[config.mk]
export PLATFORM = sky130hd
export DESIGN_NAME = pfoc_program_flash_op_controller
export DESIGN_NICKNAME = d
export VERILOG_FILES = /design/src/pfoc_program_flash_op_controller.v
export VERILOG_INCLUDE_DIRS = /design/src
export SDC_FILE = /design/constraint.sdc
export NUM_CORES = 1
export LEC_CHECK = 0
export ABC_AREA = 1
export BUFFER_PORTS_ARGS = -buffer_cell sky130_fd_sc_hd__clkbuf_2
export CELL_PAD_IN_SITES_DETAIL_PLACEMENT = 1
export CELL_PAD_IN_SITES_GLOBAL_PLACEMENT = 1
export CORE_MARGIN = 2
export CORE_UTILIZATION = 38
export CTS_CLUSTER_SIZE = 40
export DETAILED_ROUTE_END_ITERATION = 7
export GPL_ROUTABILITY_DRIVEN = 0
export GPL_TIMING_DRIVEN = 0
export PLACE_DENSITY = 0.84
export SLEW_MARGIN = 20
export SYNTH_ARGS = -nofsm -noshare
export SYNTH_HDL_FRONTEND = slang
export SYNTH_SLANG_ARGS = --single-unit
[constraint.sdc]
create_clock -name clk -period 2.1 [get_ports clk]
set_input_delay 0.21 -clock clk [delete_from_list [all_inputs] [get_ports clk]]
set_output_delay 0.21 -clock clk [all_outputs]
set_load 0.02 [all_outputs]
[src/pfoc_consts.vh]
// Register map, field positions, reset values and timing counts.
`ifndef PFOC_CONSTS_VH
`define PFOC_CONSTS_VH
`define PFOC_OFS_CONTROL 16'hF400
`define PFOC_OFS_KEY 16'hF410
`define PFOC_OFS_ADDR 16'hF420
`define PFOC_OFS_DATA 16'hF430
`define PFOC_OFS_SRC 16'hF440
`define PFOC_OFS_PROT 16'hF450
`define PFOC_ALIAS_PLAIN 2'h0
`define PFOC_ALIAS_CLR 2'h1
`define PFOC_ALIAS_SET 2'h2
`define PFOC_ALIAS_INV 2'h3
`define PFOC_BIT_START 15
`define PFOC_BIT_ARM 14
`define PFOC_BIT_ERR 13
`define PFOC_BIT_LVERR 12
`define PFOC_BIT_LVACT 11
`define PFOC_OP_MSB 3
`define PFOC_OP_NOP0 4'h0
`define PFOC_OP_WORD 4'h1
`define PFOC_OP_NOP2 4'h2
`define PFOC_OP_ROW 4'h3
`define PFOC_OP_PAGE 4'h4
`define PFOC_OP_ALL 4'h5
`define PFOC_OP_NOP6 4'h6
`define PFOC_RST_WORD 32'h00000000
`define PFOC_KEY_FIRST 32'hAA996655
`define PFOC_KEY_SECOND 32'h556699AA
`define PFOC_PAGE_BYTES 4096
`define PFOC_ROW_BYTES 512
`define PFOC_PAGE_SHIFT 12
`define PFOC_ROW_SHIFT 9
`define PFOC_CLK_MHZ 50
`define PFOC_WORD_US 20
`define PFOC_ROW_US 2000
`define PFOC_PAGE_US 20000
`define PFOC_ALL_US 80000
`endif

[src/pfoc_program_flash_op_controller.v]
// Flash program/erase sequencer with an AHB-Lite register slave.
`timescale 1ns/1ps
`include "pfoc_consts.vh"
module pfoc_program_flash_op_controller #(
    parameter NPAGES = 64,
    parameter WORD_CYC = `PFOC_WORD_US * `PFOC_CLK_MHZ,
    parameter ROW_CYC = `PFOC_ROW_US * `PFOC_CLK_MHZ,
    parameter PAGE_CYC = `PFOC_PAGE_US * `PFOC_CLK_MHZ,
    parameter ALL_CYC = `PFOC_ALL_US * `PFOC_CLK_MHZ
) (
    input wire clk,
    input wire srst,
    input wire por,
    input wire hsel,
    input wire [31:0] haddr,
    input wire [1:0] htrans,
    input wire hwrite,
    input wire [2:0] hsize,
    input wire [31:0] hwdata,
    input wire hready,
    output wire hreadyout,
    output wire hresp,
    output reg [31:0] hrdata,
    input wire [NPAGES-1:0] page_protect,
    input wire low_supply,
    input wire flash_done,
    input wire flash_fail,
    output reg flash_go,
    output reg [3:0] flash_op,
    output reg [31:0] flash_addr,
    output reg [31:0] flash_wdata,
    output reg [31:0] flash_src,
    output wire detector_enable,
    output wire busy
);

    localparam ST_IDLE = 2'd0;
    localparam ST_RUN = 2'd1;
    localparam ST_DONE = 2'd2;

    // Merge a write into a register according to its alias slot.
    function [31:0] alias_merge;
        input [31:0] cur;
        input [31:0] wd;
        input [1:0] slot;
        begin
            case (slot)
                `PFOC_ALIAS_CLR: alias_merge = cur & ~wd;
                `PFOC_ALIAS_SET: alias_merge = cur | wd;
                `PFOC_ALIAS_INV: alias_merge = cur ^ wd;
                default: alias_merge = wd;
            endcase
        end
    endfunction

    // Map an address to a page index of the array.
    function [31:0] page_of;
        input [31:0] a;
        begin
            page_of = a >> `PFOC_PAGE_SHIFT;
        end
    endfunction

    ////////////////////////////////////////////////////////////////////////
    // Bus address phase capture.
    reg wr_pend_q;
    reg rd_pend_q;
    reg [15:0] addr_q;
    wire take = hsel & hready & htrans[1];

    // The slave never stalls, so every transfer completes in one data phase.
    assign hreadyout = 1'b1;
    assign hresp = 1'b0;

    always @(posedge clk) begin
        if (srst || por) begin
            wr_pend_q <= 1'b0;
            rd_pend_q <= 1'b0;
            addr_q <= 16'h0000;
        end else begin
            wr_pend_q <= take & hwrite;
            rd_pend_q <= take & ~hwrite;
            if (take) begin
                addr_q <= haddr[15:0];
            end
        end
    end

    wire [1:0] slot = addr_q[3:2];
    wire [15:0] base = {addr_q[15:4], 4'h0};
    wire wr_ctl = wr_pend_q & (base == `PFOC_OFS_CONTROL);
    wire wr_key = wr_pend_q & (addr_q == `PFOC_OFS_KEY);
    wire wr_adr = wr_pend_q & (base == `PFOC_OFS_ADDR);
    wire wr_dat = wr_pend_q & (addr_q == `PFOC_OFS_DATA);
    wire wr_src = wr_pend_q & (addr_q == `PFOC_OFS_SRC);

    ////////////////////////////////////////////////////////////////////////
    // Control register state.
    reg start_q;
    reg arm_q;
    reg err_q;
    reg lverr_q;
    reg lvact_q;
    reg [3:0] opsel_q;
    reg [1:0] key_q;
    reg [1:0] state_q;
    reg [31:0] cnt_q;
    reg [3:0] run_op_q;
    reg lock_all_q;

    wire [31:0] ctl_view = {16'h0000, start_q, arm_q, err_q, lverr_q,
        lvact_q, 7'h00, opsel_q};
    wire [31:0] ctl_new = alias_merge(ctl_view, hwdata, slot);
    assign busy = (state_q != ST_IDLE);
    assign detector_enable = arm_q;

    // Unlock only holds when the very previous two accesses were the keys.
    wire unlocked = (key_q == 2'd2);
    wire start_req = wr_ctl & ctl_new[`PFOC_BIT_START] & ~start_q
        & arm_q & unlocked & ~busy;

    // Key sequence tracker: any bus access other than the next key cancels.
    always @(posedge clk) begin
        if (srst || por) begin
            key_q <= 2'd0;
        end else if (wr_key && key_q == 2'd0
                     && hwdata == `PFOC_KEY_FIRST) begin
            key_q <= 2'd1;
        end else if (wr_key && key_q == 2'd1
                     && hwdata == `PFOC_KEY_SECOND) begin
            key_q <= 2'd2;
        end else if (wr_pend_q | rd_pend_q) begin
            key_q <= 2'd0;
        end
    end

    // Protection check for the selected target.
    reg denied;
    always @* begin
        denied = 1'b0;
        case (opsel_q)
            `PFOC_OP_ALL: denied = |page_protect;
            `PFOC_OP_PAGE, `PFOC_OP_ROW, `PFOC_OP_WORD:
                denied = (page_of(flash_addr) < NPAGES)
                    ? page_protect[page_of(flash_addr)] : 1'b1;
            default: denied = 1'b0;
        endcase
    end

    // Duration for each operation code.
    reg [31:0] dur;
    always @* begin
        case (opsel_q)
            `PFOC_OP_WORD: dur = WORD_CYC;
            `PFOC_OP_ROW: dur = ROW_CYC;
            `PFOC_OP_PAGE: dur = PAGE_CYC;
            `PFOC_OP_ALL: dur = ALL_CYC;
            default: dur = 32'h00000001;
        endcase
    end
    wire real_op = (opsel_q == `PFOC_OP_WORD) | (opsel_q == `PFOC_OP_ROW)
        | (opsel_q == `PFOC_OP_PAGE) | (opsel_q == `PFOC_OP_ALL);

    ////////////////////////////////////////////////////////////////////////
    // Arm gate: the only control bit touched by device reset.
    always @(posedge clk) begin
        if (srst || por) begin
            arm_q <= 1'b0;
        end else if (wr_ctl) begin
            arm_q <= ctl_new[`PFOC_BIT_ARM];
        end
    end

    // Operation select and the other control bits survive device reset.
    always @(posedge clk) begin
        if (por) begin
            opsel_q <= 4'h0;
        end else if (wr_ctl && !arm_q && !busy) begin
            opsel_q <= ctl_new[`PFOC_OP_MSB:0];
        end
    end

    // Low-voltage live status follows the detector while it is powered.
    always @(posedge clk) begin
        if (por) begin
            lvact_q <= 1'b0;
        end else if (start_req && opsel_q == `PFOC_OP_NOP0) begin
            lvact_q <= 1'b0;
        end else if (arm_q) begin
            lvact_q <= low_supply;
        end
    end

    ////////////////////////////////////////////////////////////////////////
    // Sequencer: start, timed run, completion, flag update.
    always @(posedge clk) begin
        if (por) begin
            state_q <= ST_IDLE;
            start_q <= 1'b0;
            err_q <= 1'b0;
            lverr_q <= 1'b0;
            cnt_q <= 32'h00000000;
            run_op_q <= 4'h0;
            lock_all_q <= 1'b0;
            flash_go <= 1'b0;
            flash_op <= 4'h0;
        end else begin
            flash_go <= 1'b0;
            case (state_q)
                ST_IDLE: begin
                    if (start_req) begin
                        start_q <= 1'b1;
                        run_op_q <= opsel_q;
                        cnt_q <= dur;
                        lock_all_q <= denied;
                        if (opsel_q == `PFOC_OP_NOP0) begin
                            err_q <= 1'b0;
                            lverr_q <= 1'b0;
                        end
                        if (real_op && !denied) begin
                            flash_go <= 1'b1;
                            flash_op <= opsel_q;
                        end
                        state_q <= ST_RUN;
                    end
                end
                ST_RUN: begin
                    // Low supply during a live operation is latched.
                    if (arm_q && low_supply && !lock_all_q
                        && (run_op_q == `PFOC_OP_WORD
                        || run_op_q == `PFOC_OP_ROW
                        || run_op_q == `PFOC_OP_PAGE
                        || run_op_q == `PFOC_OP_ALL)) begin
                        lverr_q <= 1'b1;
                    end
                    if (cnt_q != 32'h00000000) begin
                        cnt_q <= cnt_q - 32'h00000001;
                    end
                    if (cnt_q <= 32'h00000001 || flash_done) begin
                        state_q <= ST_DONE;
                    end
                end
                ST_DONE: begin
                    // Protected targets and array faults count as failures.
                    if ((lock_all_q || flash_fail) && run_op_q != 4'h0
                        && run_op_q != `PFOC_OP_NOP2
                        && run_op_q != `PFOC_OP_NOP6) begin
                        err_q <= 1'b1;
                    end
                    start_q <= 1'b0;
                    state_q <= ST_IDLE;
                end
                default: state_q <= ST_IDLE;
            endcase
        end
    end

    ////////////////////////////////////////////////////////////////////////
    // Address and source registers, both cleared by device reset.
    always @(posedge clk) begin
        if (srst || por) begin
            flash_addr <= `PFOC_RST_WORD;
            flash_src <= `PFOC_RST_WORD;
        end else begin
            if (wr_adr && !busy) begin
                flash_addr <= alias_merge(flash_addr, hwdata, slot);
            end
            if (wr_src) begin
                flash_src <= hwdata;
            end
        end
    end

    // Program data is deliberately outside the device reset.
    always @(posedge clk) begin
        if (por) begin
            flash_wdata <= `PFOC_RST_WORD;
        end else if (wr_dat) begin
            flash_wdata <= hwdata;
        end
    end

    ////////////////////////////////////////////////////////////////////////
    // Read data is returned combinationally in the data phase.
    always @* begin
        hrdata = 32'h00000000;
        if (rd_pend_q) begin
            case (addr_q)
                `PFOC_OFS_CONTROL: hrdata = ctl_view;
                `PFOC_OFS_KEY: hrdata = 32'h00000000;
                `PFOC_OFS_ADDR: hrdata = flash_addr;
                `PFOC_OFS_DATA: hrdata = flash_wdata;
                `PFOC_OFS_SRC: hrdata = flash_src;
                default: hrdata = 32'h00000000;
            endcase
        end
    end

    ////////////////////////////////////////////////////////////////////////
    // Usage notes for software and for whoever integrates this block.
    //
    // The register slave never inserts wait states. A write lands at the
    // edge that closes its data phase, so a read issued right behind it
    // already sees the new value. Reads return data combinationally during
    // the data phase and only at the exact base offsets; the alias slots
    // of the control and address registers are write-only views.
    //
    // The unlock tracker counts bus accesses, not cycles. Idle cycles
    // between the two key writes and the start write are harmless, but any
    // other access in between, a read included, cancels the unlock. This
    // trades a little convenience for protection against a stray write
    // that happens to hit the control register with the start bit set.
    //
    // The arm gate must be set before the start write and stays set after
    // it; a plain start write must carry the gate bit as well. Because the
    // operation select is frozen while the gate is set, software changes
    // the operation by clearing the gate, writing the code, and arming
    // again. The address register is frozen only while busy.
    //
    // A protected target is never handed to the array. The sequencer still
    // runs its timed window so that software sees the same start-to-done
    // behaviour, and the error flag is set when that window ends. A fault
    // reported by the array is sampled in the completion cycle only, so
    // the array must hold its fail level into the cycle that follows the done
    // pulse or the expiry of the cycle count.
    //
    // The cycle counts are upper bounds for each operation. An array that
    // finishes early may cut the wait short with its done pulse; one that
    // never reports done is covered by the count alone. The counts default
    // to the nominal durations at the nominal clock and are parameters so
    // that a simulation can shorten them.
    //
    // The low-voltage error flag is latched only while a real operation
    // runs with the detector powered. The live status bit follows the
    // detector whenever the gate is set and freezes when it is cleared,
    // because an unpowered detector gives no meaningful level. A start with
    // the no-operation code zero clears all three status flags.
    //
    // Device reset clears the arm gate, the unlock state, the address and
    // the source register. Power-on reset also clears everything else,
    // including the program data word and the operation select, and it
    // aborts any operation in flight. A device reset alone during an
    // operation lets the sequencer finish, but the gate is dropped, so the
    // detector is unpowered for the rest of that operation.
    //
    // The protection offset is reserved in the map and has no storage; a
    // write there is ignored and a read returns zero like any unmapped
    // offset.

endmodule // pfoc_program_flash_op_controller

Yosys cells after proc, flatten, opt, wreduce, memory -nomap -nowiden
Index checks and enable logic that the tools add are counted.

Register bits after elaboration: 169. Input port bits: 142. Output and inout port bits: 137. Logic and storage cells: 160.

Mux-type cells: 27. Add/subtract/negate cells: 1. Equal/unequal tests: 32. Reductions and logical operators: 47. $lt $le $gt $ge: 3. Bitwise logic cells: 30.

Operators by type and width (count): $pmux W32 S4 (1); $mux W32 (3); $pmux W32 S3 (1); $pmux W22 S4 (1); $eq A16 B16 Y1 const B (5); $pmux W32 S2 (1); $reduce_or A64 Y1 (1); $pmux W16 S3 (1); $lt A20 B7 Y1 const B (2); $and A32 B32 Y32 (1); $eq A32 B31 Y1 const B (1); $eq A32 B32 Y1 const B (1); $le A32 B1 Y1 const B (1); $not A32 Y32 (1); $or A32 B32 Y32 (1); $reduce_bool A32 Y1 (1); $sub A32 B1 Y32 const B (1); $xor A32 B32 Y32 (1); $eq A12 B12 Y1 const B (2); $and A16 B16 Y16 (1); $eq A4 B3 Y1 const B (4); $or A16 B16 Y16 (1); $xor A16 B16 Y16 (1); $logic_and A1 B1 Y1 (15); 27 further kinds (91).

Logic depth before layout (Yosys ltp)
Gate-level depths: netlist of run 1.

Word-level depth: 10. Depth in mapped cells: 16.

Worst setup path after synthesis of run 1
Ideal clock, no wire load.

Kind: register to output. From: reg addr_q[3]. To: out hrdata[10]. Cell stages (with the launch flop): 11. Data required time: 1.890 ns. Setup slack: 0.136 ns. Arrival: 1.754 ns. Path buffers: 1. Cells stage by stage: dfxtp_1 > inv_2 > nand2_2 > nor3_2 > nand2_2 > nor3_4 > inv_2 > nand4_1 > nand2_1 > buf_2 > nor2_1.

Longest elaborated chain between the ends: 3.

RTL lines: start: declaration (line pfoc_program_flash_op_controller.v:68) `reg [15:0] addr_q;`; start signal: assignment (line pfoc_program_flash_op_controller.v:84) `addr_q <= haddr[15:0];`; $eq A16 B16 Y1 (line pfoc_program_flash_op_controller.v:288) `case (addr_q)`; $pmux W32 S4 * (line pfoc_program_flash_op_controller.v:288); $mux W32 * (line pfoc_program_flash_op_controller.v:287) `if (rd_pend_q) begin`; end: declaration (line pfoc_program_flash_op_controller.v:23) `output reg [31:0] hrdata,`.

Mark *: on every way between the ends. The rest lies on a longest branch, timed or not.

Worst setup path in the final report of run 1
From: reg addr_q[14]. To: out hrdata[17].

The elaborated chain is that of the path after synthesis.

==> results.md, run 1 <==
* Synth top area cells: dfxtp_1 31%, ha_1 9.2%, a21oi_1 7.8%, o21ai_0 7.7%, inv_1 7.7%
* Die ar. at 29650 um2
* Clock skew at around 0.018 ns
* First-pass GRT wire length at ~74 mm
* Seq/Total Area, Yosys at 0.3147
* Initial antenna violation count at 0
* Worst EP required at approximately 1.9 ns
* Root Driver: clkbuf_16
* TritonRoute pass-1 iters at 7
* Die height at 172.2 um
* TritonCTS Buffers at 17
* DP Area at between 10000 and 15000 um2
* Cell depth of the worst flop-to-flop path at 11
* Peak Freq at 369.7 MHz
* Final std cells w/o fill at between 2000 and 2500
* Final core utilization at 0.5177
* H-tree depth at 4
* Peak supply drop at approximately 0.55 mV
* Failing checks: setup timing
* Worst r2r src: addr_q[14]
* CTS tree: yes
* Power, Total at about 7 mW
* Setup crit start: addr_q[14]
* Crit Path Category: reg2out
* Residual DRC count at 0
* Setup-failing EPs final at 47
* Async SR Flop Fraction at 0
* Worst-Margin Slew at approximately 0.77 ns
* Area delta synth->final at 34.14%
* Initial core utilization at 0.3859
* Clock transition at path regs at approximately 0.08 ns
* I/O pin count at ~280
* Remaining Overflow, GRT at 0
* Num rows at 61
* PortBufs at ~260
* Top FF cell, synth: dfxtp_1
* Period utilization at 1.288
* Post-synth top area share at 0.3147
* Vias in the first global route at 13530
* Syn avg cell area at approximately 6.8 um2
* Core Area at approximately 28000 um2
* Post-synthesis cell count at around 1600
* Synth area leader: dfxtp_1
* Total nets after synthesis at between 1500 and 2000
* Final hold violations at 0
* Top cells by count, synth: 220 x inv_1, 192 x nand2_1, 169 x dfxtp_1, 169 x nor2_1, 167 x a21oi_1
* Via count at ~13000
* Peak fanout along the critical path at 8
* Max-Cap Viols at 0
* Final worst slack at -0.6048 ns
* Post-layout minimum cycle time at around 2.7 ns
* Arr. time, crit path at between 2 and 2.5 ns
* Largest net degree at the start of global routing at 19
* Final HPWL DP at approximately 35 mm
* Unique masters post-synth at 44
* Final Hold Slack at about 0.036 ns
* Clk_lat worst skew at between 0.4 and 0.5 ns
* Post-synth EDFFs at 0
* Clock Tree Buf Depth at 2
* Nets@finish at roughly 2100
* Placed Cells at between 2000 and 2500
* Global Route Usage Sum at 0.3268
* Seq cells post-synth at 169
* Design area at roughly 14000 um2
* Routed wire per std cell at roughly 22 um
* RR Endpoint: cnt_q[14]
* Max Slew Vio Count at 0
* CTS Sinks at 169
* P_leak at between 6 and 7 nW
* DR iter-0 viols at 910
* Startpoint types: flop
* Die width at around 170 um
* Hold crit path type: in2reg
* Count leader, synth: inv_1
* Post-DRT Antenna Nets at 0
* Share of cells above drive strength 1 at 0.2625
* Wirelength, routed at 50.03 mm
* Reg-to-reg slack, setup at -0.05 ns
* Mapped cell area at approximately 11000 um2
* Crit path capture type: primary output
* Yosys warns at 0
* Worst setup path end: hrdata[17]
* Status: complete, but fails checks
* Max_slew headroom at 0.4840
* Power density over the cells at a little under 500 nW/um2
* RSZ-0062 raised after global routing: yes
* Vias per cell at about 5.7
==> registers in the layout, summed over array words and instances (netlist names) <==
signal,count
flash_src,32
wr_pend_q,1
opsel_q,4
flash_op,4
detector_enable,1
flash_go,1
state_q,2
rd_pend_q,1
cnt_q,32
lvact_q,1
lock_all_q,1
flash_addr,32
run_op_q,4
flash_wdata,32
addr_q,16
lverr_q,1
key_q,2
err_q,1
start_q,1
==> cell usage in the layout (no fill, tap or decap), types with 20 or more instances in the layout <==
cell type  synthesis  routed
o22ai_1           32      30
nor2_4             2      38
ha_1              79      78
nand4_1           38      38
o21ai_1           16      28
buf_6              2      23
clkbuf_16          0      20
o21ai_0          166     152
nor4_1            22      20
a211oi_1          44      41
inv_1            220     213
clkbuf_1          52      27
nand2_1          192     184
buf_4              7      36
clkbuf_2           0     235
nand3_1           84      80
nor2_1           169     123
a21oi_1          167     160
dfxtp_1          169     162
==> kinds of logic after synthesis <==
family                   Yosys count  share of synthesized area
AND/OR/NAND/NOR                  551                     0.2316
AO/OA/AOI/OAI                    459                     0.2372
buffers and inverters            315                     0.1158
flip-flops                       169                     0.3147
adder cells (fa/ha/maj)           79                    0.09194
XOR/XNOR                          10                   0.008147
other                              2                  0.0006985
==> critical path, cell delays in order, from the launching register on <==
cell	delay, ns
dfxtp_1	0.34
nand4_1	0.15
nor2_4	0.23
nand2_4	0.11
nor3_4	0.24
inv_4	0.08
nand4_1	0.15
nand2_4	0.21
buf_12	0.22
nor2_2	0.12
buf_4	0.16
==> metrics by stage <==
stage	setup TNS, ns	worst slack [ns]
6_report	-18.02	-0.6048
3_5_place_dp	-44.62	-0.8285
4_1_cts	-16.72	-0.5648
5_1_grt	-22.71	-0.6201
2_1_floorplan	0	0.1357
3_3_place_gp	-34.13	-0.8032
==> worst min path at each step <==
stage | end | cells past startpoint | slack (ns) | start
floorplan | rd_pend_q | 1 | 0.29 | hwrite
global placement | rd_pend_q | 2 | 0.40 | hwrite
detailed placement | rd_pend_q | 2 | 0.40 | hwrite
CTS | flash_wdata[25] | 3 | 0.03 | hwdata[25]
global route | addr_q[10] | 3 | 0.05 | haddr[10]
finish | flash_wdata[25] | 3 | 0.04 | hwdata[25]
==> power breakdown <==
part | leakage [nW] | switching (mW) | internal (mW)
combinational | 4.56 | 0.382 | 0.199
clock | 0.282 | 1.67 | 1.59
sequential | 1.36 | 0.00566 | 3.21
==> per-layer routing <==
layer	vias to the layer above	wire [um]	track usage
met5	-	0	0
met4	0	2521	0.1633
met3	198	3844	0.07347
met2	593	23820	0.5584
met1	6336	19840	0.3854
li1	5993	-	-
==> layout make-up <==
class                   count  area (um2)
inverters                 233       898.4
flip-flops and latches    169        3392
well taps                 378       473.0
multi-input cells        1101        6641
clock inverters            14       156.4
repair buffers            289        1877
plain buffers              82       556.8
fillers                  3601       13440
clock buffers              17       425.4
diodes                      1       2.502
==> repair_timing <==
action | in CTS | in global routing
endpoints found under the setup margin | 176 | 167
buffers inserted | 23 | 3
hold buffers | 1 | 0
gates cloned | 4 | 2
resized for setup | 165 | 187
pin swaps | 22 | 25
hold endpoints to repair | 2 | 0
Power figures use the tool's default switching activity.
==> run 2, diff against run 1 <==
--- a/config.mk
+++ b/config.mk
@@ -16,7 +16,7 @@
 export DETAILED_ROUTE_END_ITERATION = 7
 export GPL_ROUTABILITY_DRIVEN = 0
 export GPL_TIMING_DRIVEN = 0
-export PLACE_DENSITY = 0.84
+export PLACE_DENSITY_LB_ADDON = 0.1
 export SLEW_MARGIN = 20
 export SYNTH_ARGS = -nofsm -noshare
 export SYNTH_HDL_FRONTEND = slang
==> run 2 against run 1 <==
- the flow still finishes with violations (setup timing)
- hold slack improved by 0.0097 ns
- setup slack improved by 0.052 ns
- critical endpoint is now hrdata[8]
- routed wire length decreased by 3.6%
- maximum frequency increased by 2.0%
- critical path type unchanged
- clock-buffer cell count increased by 1
- clock skew increased by 0.0048 ns
==> results.md, run 2 (synthesis gave the netlist of run 1 again) <==
* Failing checks: setup timing
* Final worst slack at -0.5528 ns (+0.05201 ns)
* Design area at 14480 um2 (+0.38%)
* Commonest non-fill, non-tap cells in the layout: 237 x clkbuf_2, 215 x inv_1, 184 x nand2_1
* Net switching power at 2.035 mW (-1.1%)
* Reg-to-reg slack, setup at -0.04 ns (about the same)
* Crit-path slowest cell: dfxtp_1
* Num rows at 61 (unchanged)
* Status: complete, but fails checks
* Die height at 172.2 um (unchanged)
* Commonest non-fill, non-tap cell in the layout: clkbuf_2
* Max-Cap Viols at 0 (unchanged)
* RR Endpoint: cnt_q[11]
* Largest net degree at the start of global routing at 19 (unchanged)
* I/O pin count at 279 (unchanged)
* Die ar. at 29650 um2 (unchanged)
* Area delta synth->final at 34.66%
* DP Area at 12510 um2 (unchanged)
* Clock power share at 0.465 (+0.003)
* Peak supply drop at 0.5781 mV (+4.5%)
* First-pass GRT wire length at 72.24 mm (-2.8%)
* Core Area at 27860 um2 (unchanged)
* DR iter-0 viols at 941 (+3.4%)
* Clock transition at path regs at 0.09 ns (about the same)
* # fillers at 3642 (+1.1%)
* Switching share of total power at 0.2878 (-0.003852)
* Worst r2r src: addr_q[9]
* Final hold violations at 0 (unchanged)
* Max_slew headroom at 0.4458 (-0.03822)
* Critical path cell sequence: nor2_1 > nand3_1 > nor2_4 > clkinv_4 > nand4_1 > nand2_4 > buf_12 > nor2_2 > clkbuf_8
* H-tree depth at 4 (unchanged)
* Peak Freq at 377.0 MHz (+2.0%)
* Initial core utilization at 0.3859 (unchanged)
* Global Route Usage Sum at 0.3157 (-0.01110)
* CTS tree: yes
* RSZ-0062 raised after global routing: yes
* Startpoint types: flop
* Setup crit start: addr_q[5]
* Clock Tree Buf Depth at 2 (unchanged)
* Remaining Overflow, GRT at 0 (unchanged)
* Nets@finish at 2120 (+0.28%)
* CTS Sinks at 169 (unchanged)
* Wirelength, routed at 48.23 mm (-3.6%)
* Internal at 5.035 mW (+0.77%)
* Crit Path Category: reg2out
* Peak fanout along the critical path at 10 (+2)
* Post-layout minimum cycle time at 2.653 ns (-0.05201 ns)
* Max Slew Vio Count at 0 (unchanged)
* PortBufs at 256 (unchanged)
* TritonCTS Buffers at 17 (unchanged)
* Routed wire per std cell at 21.05 um (-3.9%)
* Clock skew at 0.02275 ns (+0.004789 ns)
* Share of cells above drive strength 1 at 0.2720 (+0.009499)
* Vias in the first global route at 12950 (-4.3%)
* Combinational share of power at 0.081 (about the same)
* Initial antenna violation count at 1 (+1)
* Vias per cell at 5.598 (-2.6%)
* Setup_tns at -16.00 ns (+2.020 ns)
* Period utilization at 1.263 (-0.02477)
* Post-DRT Antenna Nets at 0 (unchanged)
* Crit path capture type: primary output
* P_leak at 6.193 nW (-0.19%)
* Hold crit path type: in2reg
* Via count at 12820 (-2.3%)
* Final HPWL DP at 34.64 mm (-2.2%)
* Power density over the cells at 488.3 nW/um2 (-0.16%)
* Cell depth of the worst flop-to-flop path at 13 (+2)
* Worst-Margin Slew at 0.8313 ns (+0.05733 ns)
* Sequential share of power at 0.454 (-0.002)
* Arr. time, crit path at 2.44 ns (-0.05 ns)
* Clk_lat worst skew at 0.46 ns (about the same)
* Residual DRC count at 0 (unchanged)
* Footprint of the multi-input gates at 6689 um2 (+0.72%)
* Reg area at 3393 um2 (about the same)
* Die width at 172.2 um (unchanged)
* TritonRoute pass-1 iters at 5 (-2)
* Worst EP required at 1.89 ns (about the same)
* Setup-failing EPs final at 38 (-19%)
* CP peak stage delay at 0.38 ns (+0.04 ns)
* Worst setup path end: hrdata[8]
* Root Driver: clkbuf_16
run 2: changes by cell type in the layout (fill, tap and decap cells not counted), moves of 4 or more:
cell,before,now
nor2_2,17,23
a221oi_2,1,7
o22ai_2,2,16
a21oi_1,160,156
a221oi_1,17,11
nor2_1,123,136
nor2_4,38,19
buf_4,36,48
buf_6,23,19
o22ai_1,30,12
o22ai_4,0,4
buf_12,3,8
run 2: cell type report:
cell class	count	area share
Antenna cell	1	0.0001728
Buffer	82	0.04131
Clock buffer	18	0.03033
Clock inverter	14	0.01028
Inverter	233	0.06222
Multi-Input combinational cell	1101	0.4620
Sequential cell	169	0.2344
Tap cell	378	0.03267
Timing Repair Buffer	295	0.1266
run 2: how the worst min path moves through the flow:
| stage | end | startpoint | slack [ns] | depth (start not counted) |
|---|---|---|---|---|
| after CTS | flash_wdata[23] | hwdata[23] | 0.04 | 3 |
| after detailed placement | addr_q[15] | addr_q[15] | 0.44 | 2 |
| after floorplan | rd_pend_q | hwrite | 0.29 | 1 |
| after global placement | addr_q[10] | addr_q[10] | 0.44 | 2 |
| final | flash_wdata[23] | hwdata[23] | 0.05 | 3 |
| after global routing | flash_wdata[23] | hwdata[23] | 0.05 | 3 |
run 2: timing repair:
| action | CTS | global route |
|---|---|---|
| cloned | 1 | 0 |
| hold buffers | 1 | 0 |
| buffers inserted | 24 | 13 |
| setup endpoints to repair | 155 | 167 |
| pin swaps | 16 | 26 |
| gates resized for setup | 166 | 198 |
| hold endpoints to repair | 1 | 0 |
run 2: routing by layer:
metal,wire length (um),vias up,global-route usage
met2,23290,436,0.5416
met1,20540,6295,0.4042
met4,1502,0,0.1151
li1,-,6001,-
met5,0,-,0
met3,2894,92,0.04326
run 2: through the flow:
stage / hold slack (ns) / total power [mW] / setup slack (ns) / utilization / cells
2_1_floorplan: 0.2893 / 3.538 / 0.1357 / - / 1585
6_report: 0.04564 / 7.070 / -0.5528 / 0.5197 / 2291
5_1_grt: 0.05226 / 7.267 / -0.6212 / 0.5196 / 2290
4_1_cts: 0.04359 / 7.065 / -0.4432 / 0.4987 / 2277
3_5_place_dp: 0.4405 / 3.821 / -0.7459 / 0.4489 / 2219
3_3_place_gp: 0.4353 / 3.808 / -0.7241 / 0.4489 / 2219
run 2: worst max-delay path: cells and delay by family, from the launching register on:
family,cells,cell delay (ns)
buffers and inverters,3,0.47
flip-flops,1,0.38
AND/OR/NAND/NOR,6,1.14
run 2: power by group through the flow:
stage	Combinational [mW]	Clock [mW]	Sequential, mW
floorplan	0.250	0	3.29
global placement	0.520	0	3.29
detailed placement	0.532	0	3.29
CTS	0.553	3.30	3.21
global route	0.630	3.42	3.21
finish	0.573	3.28	3.21
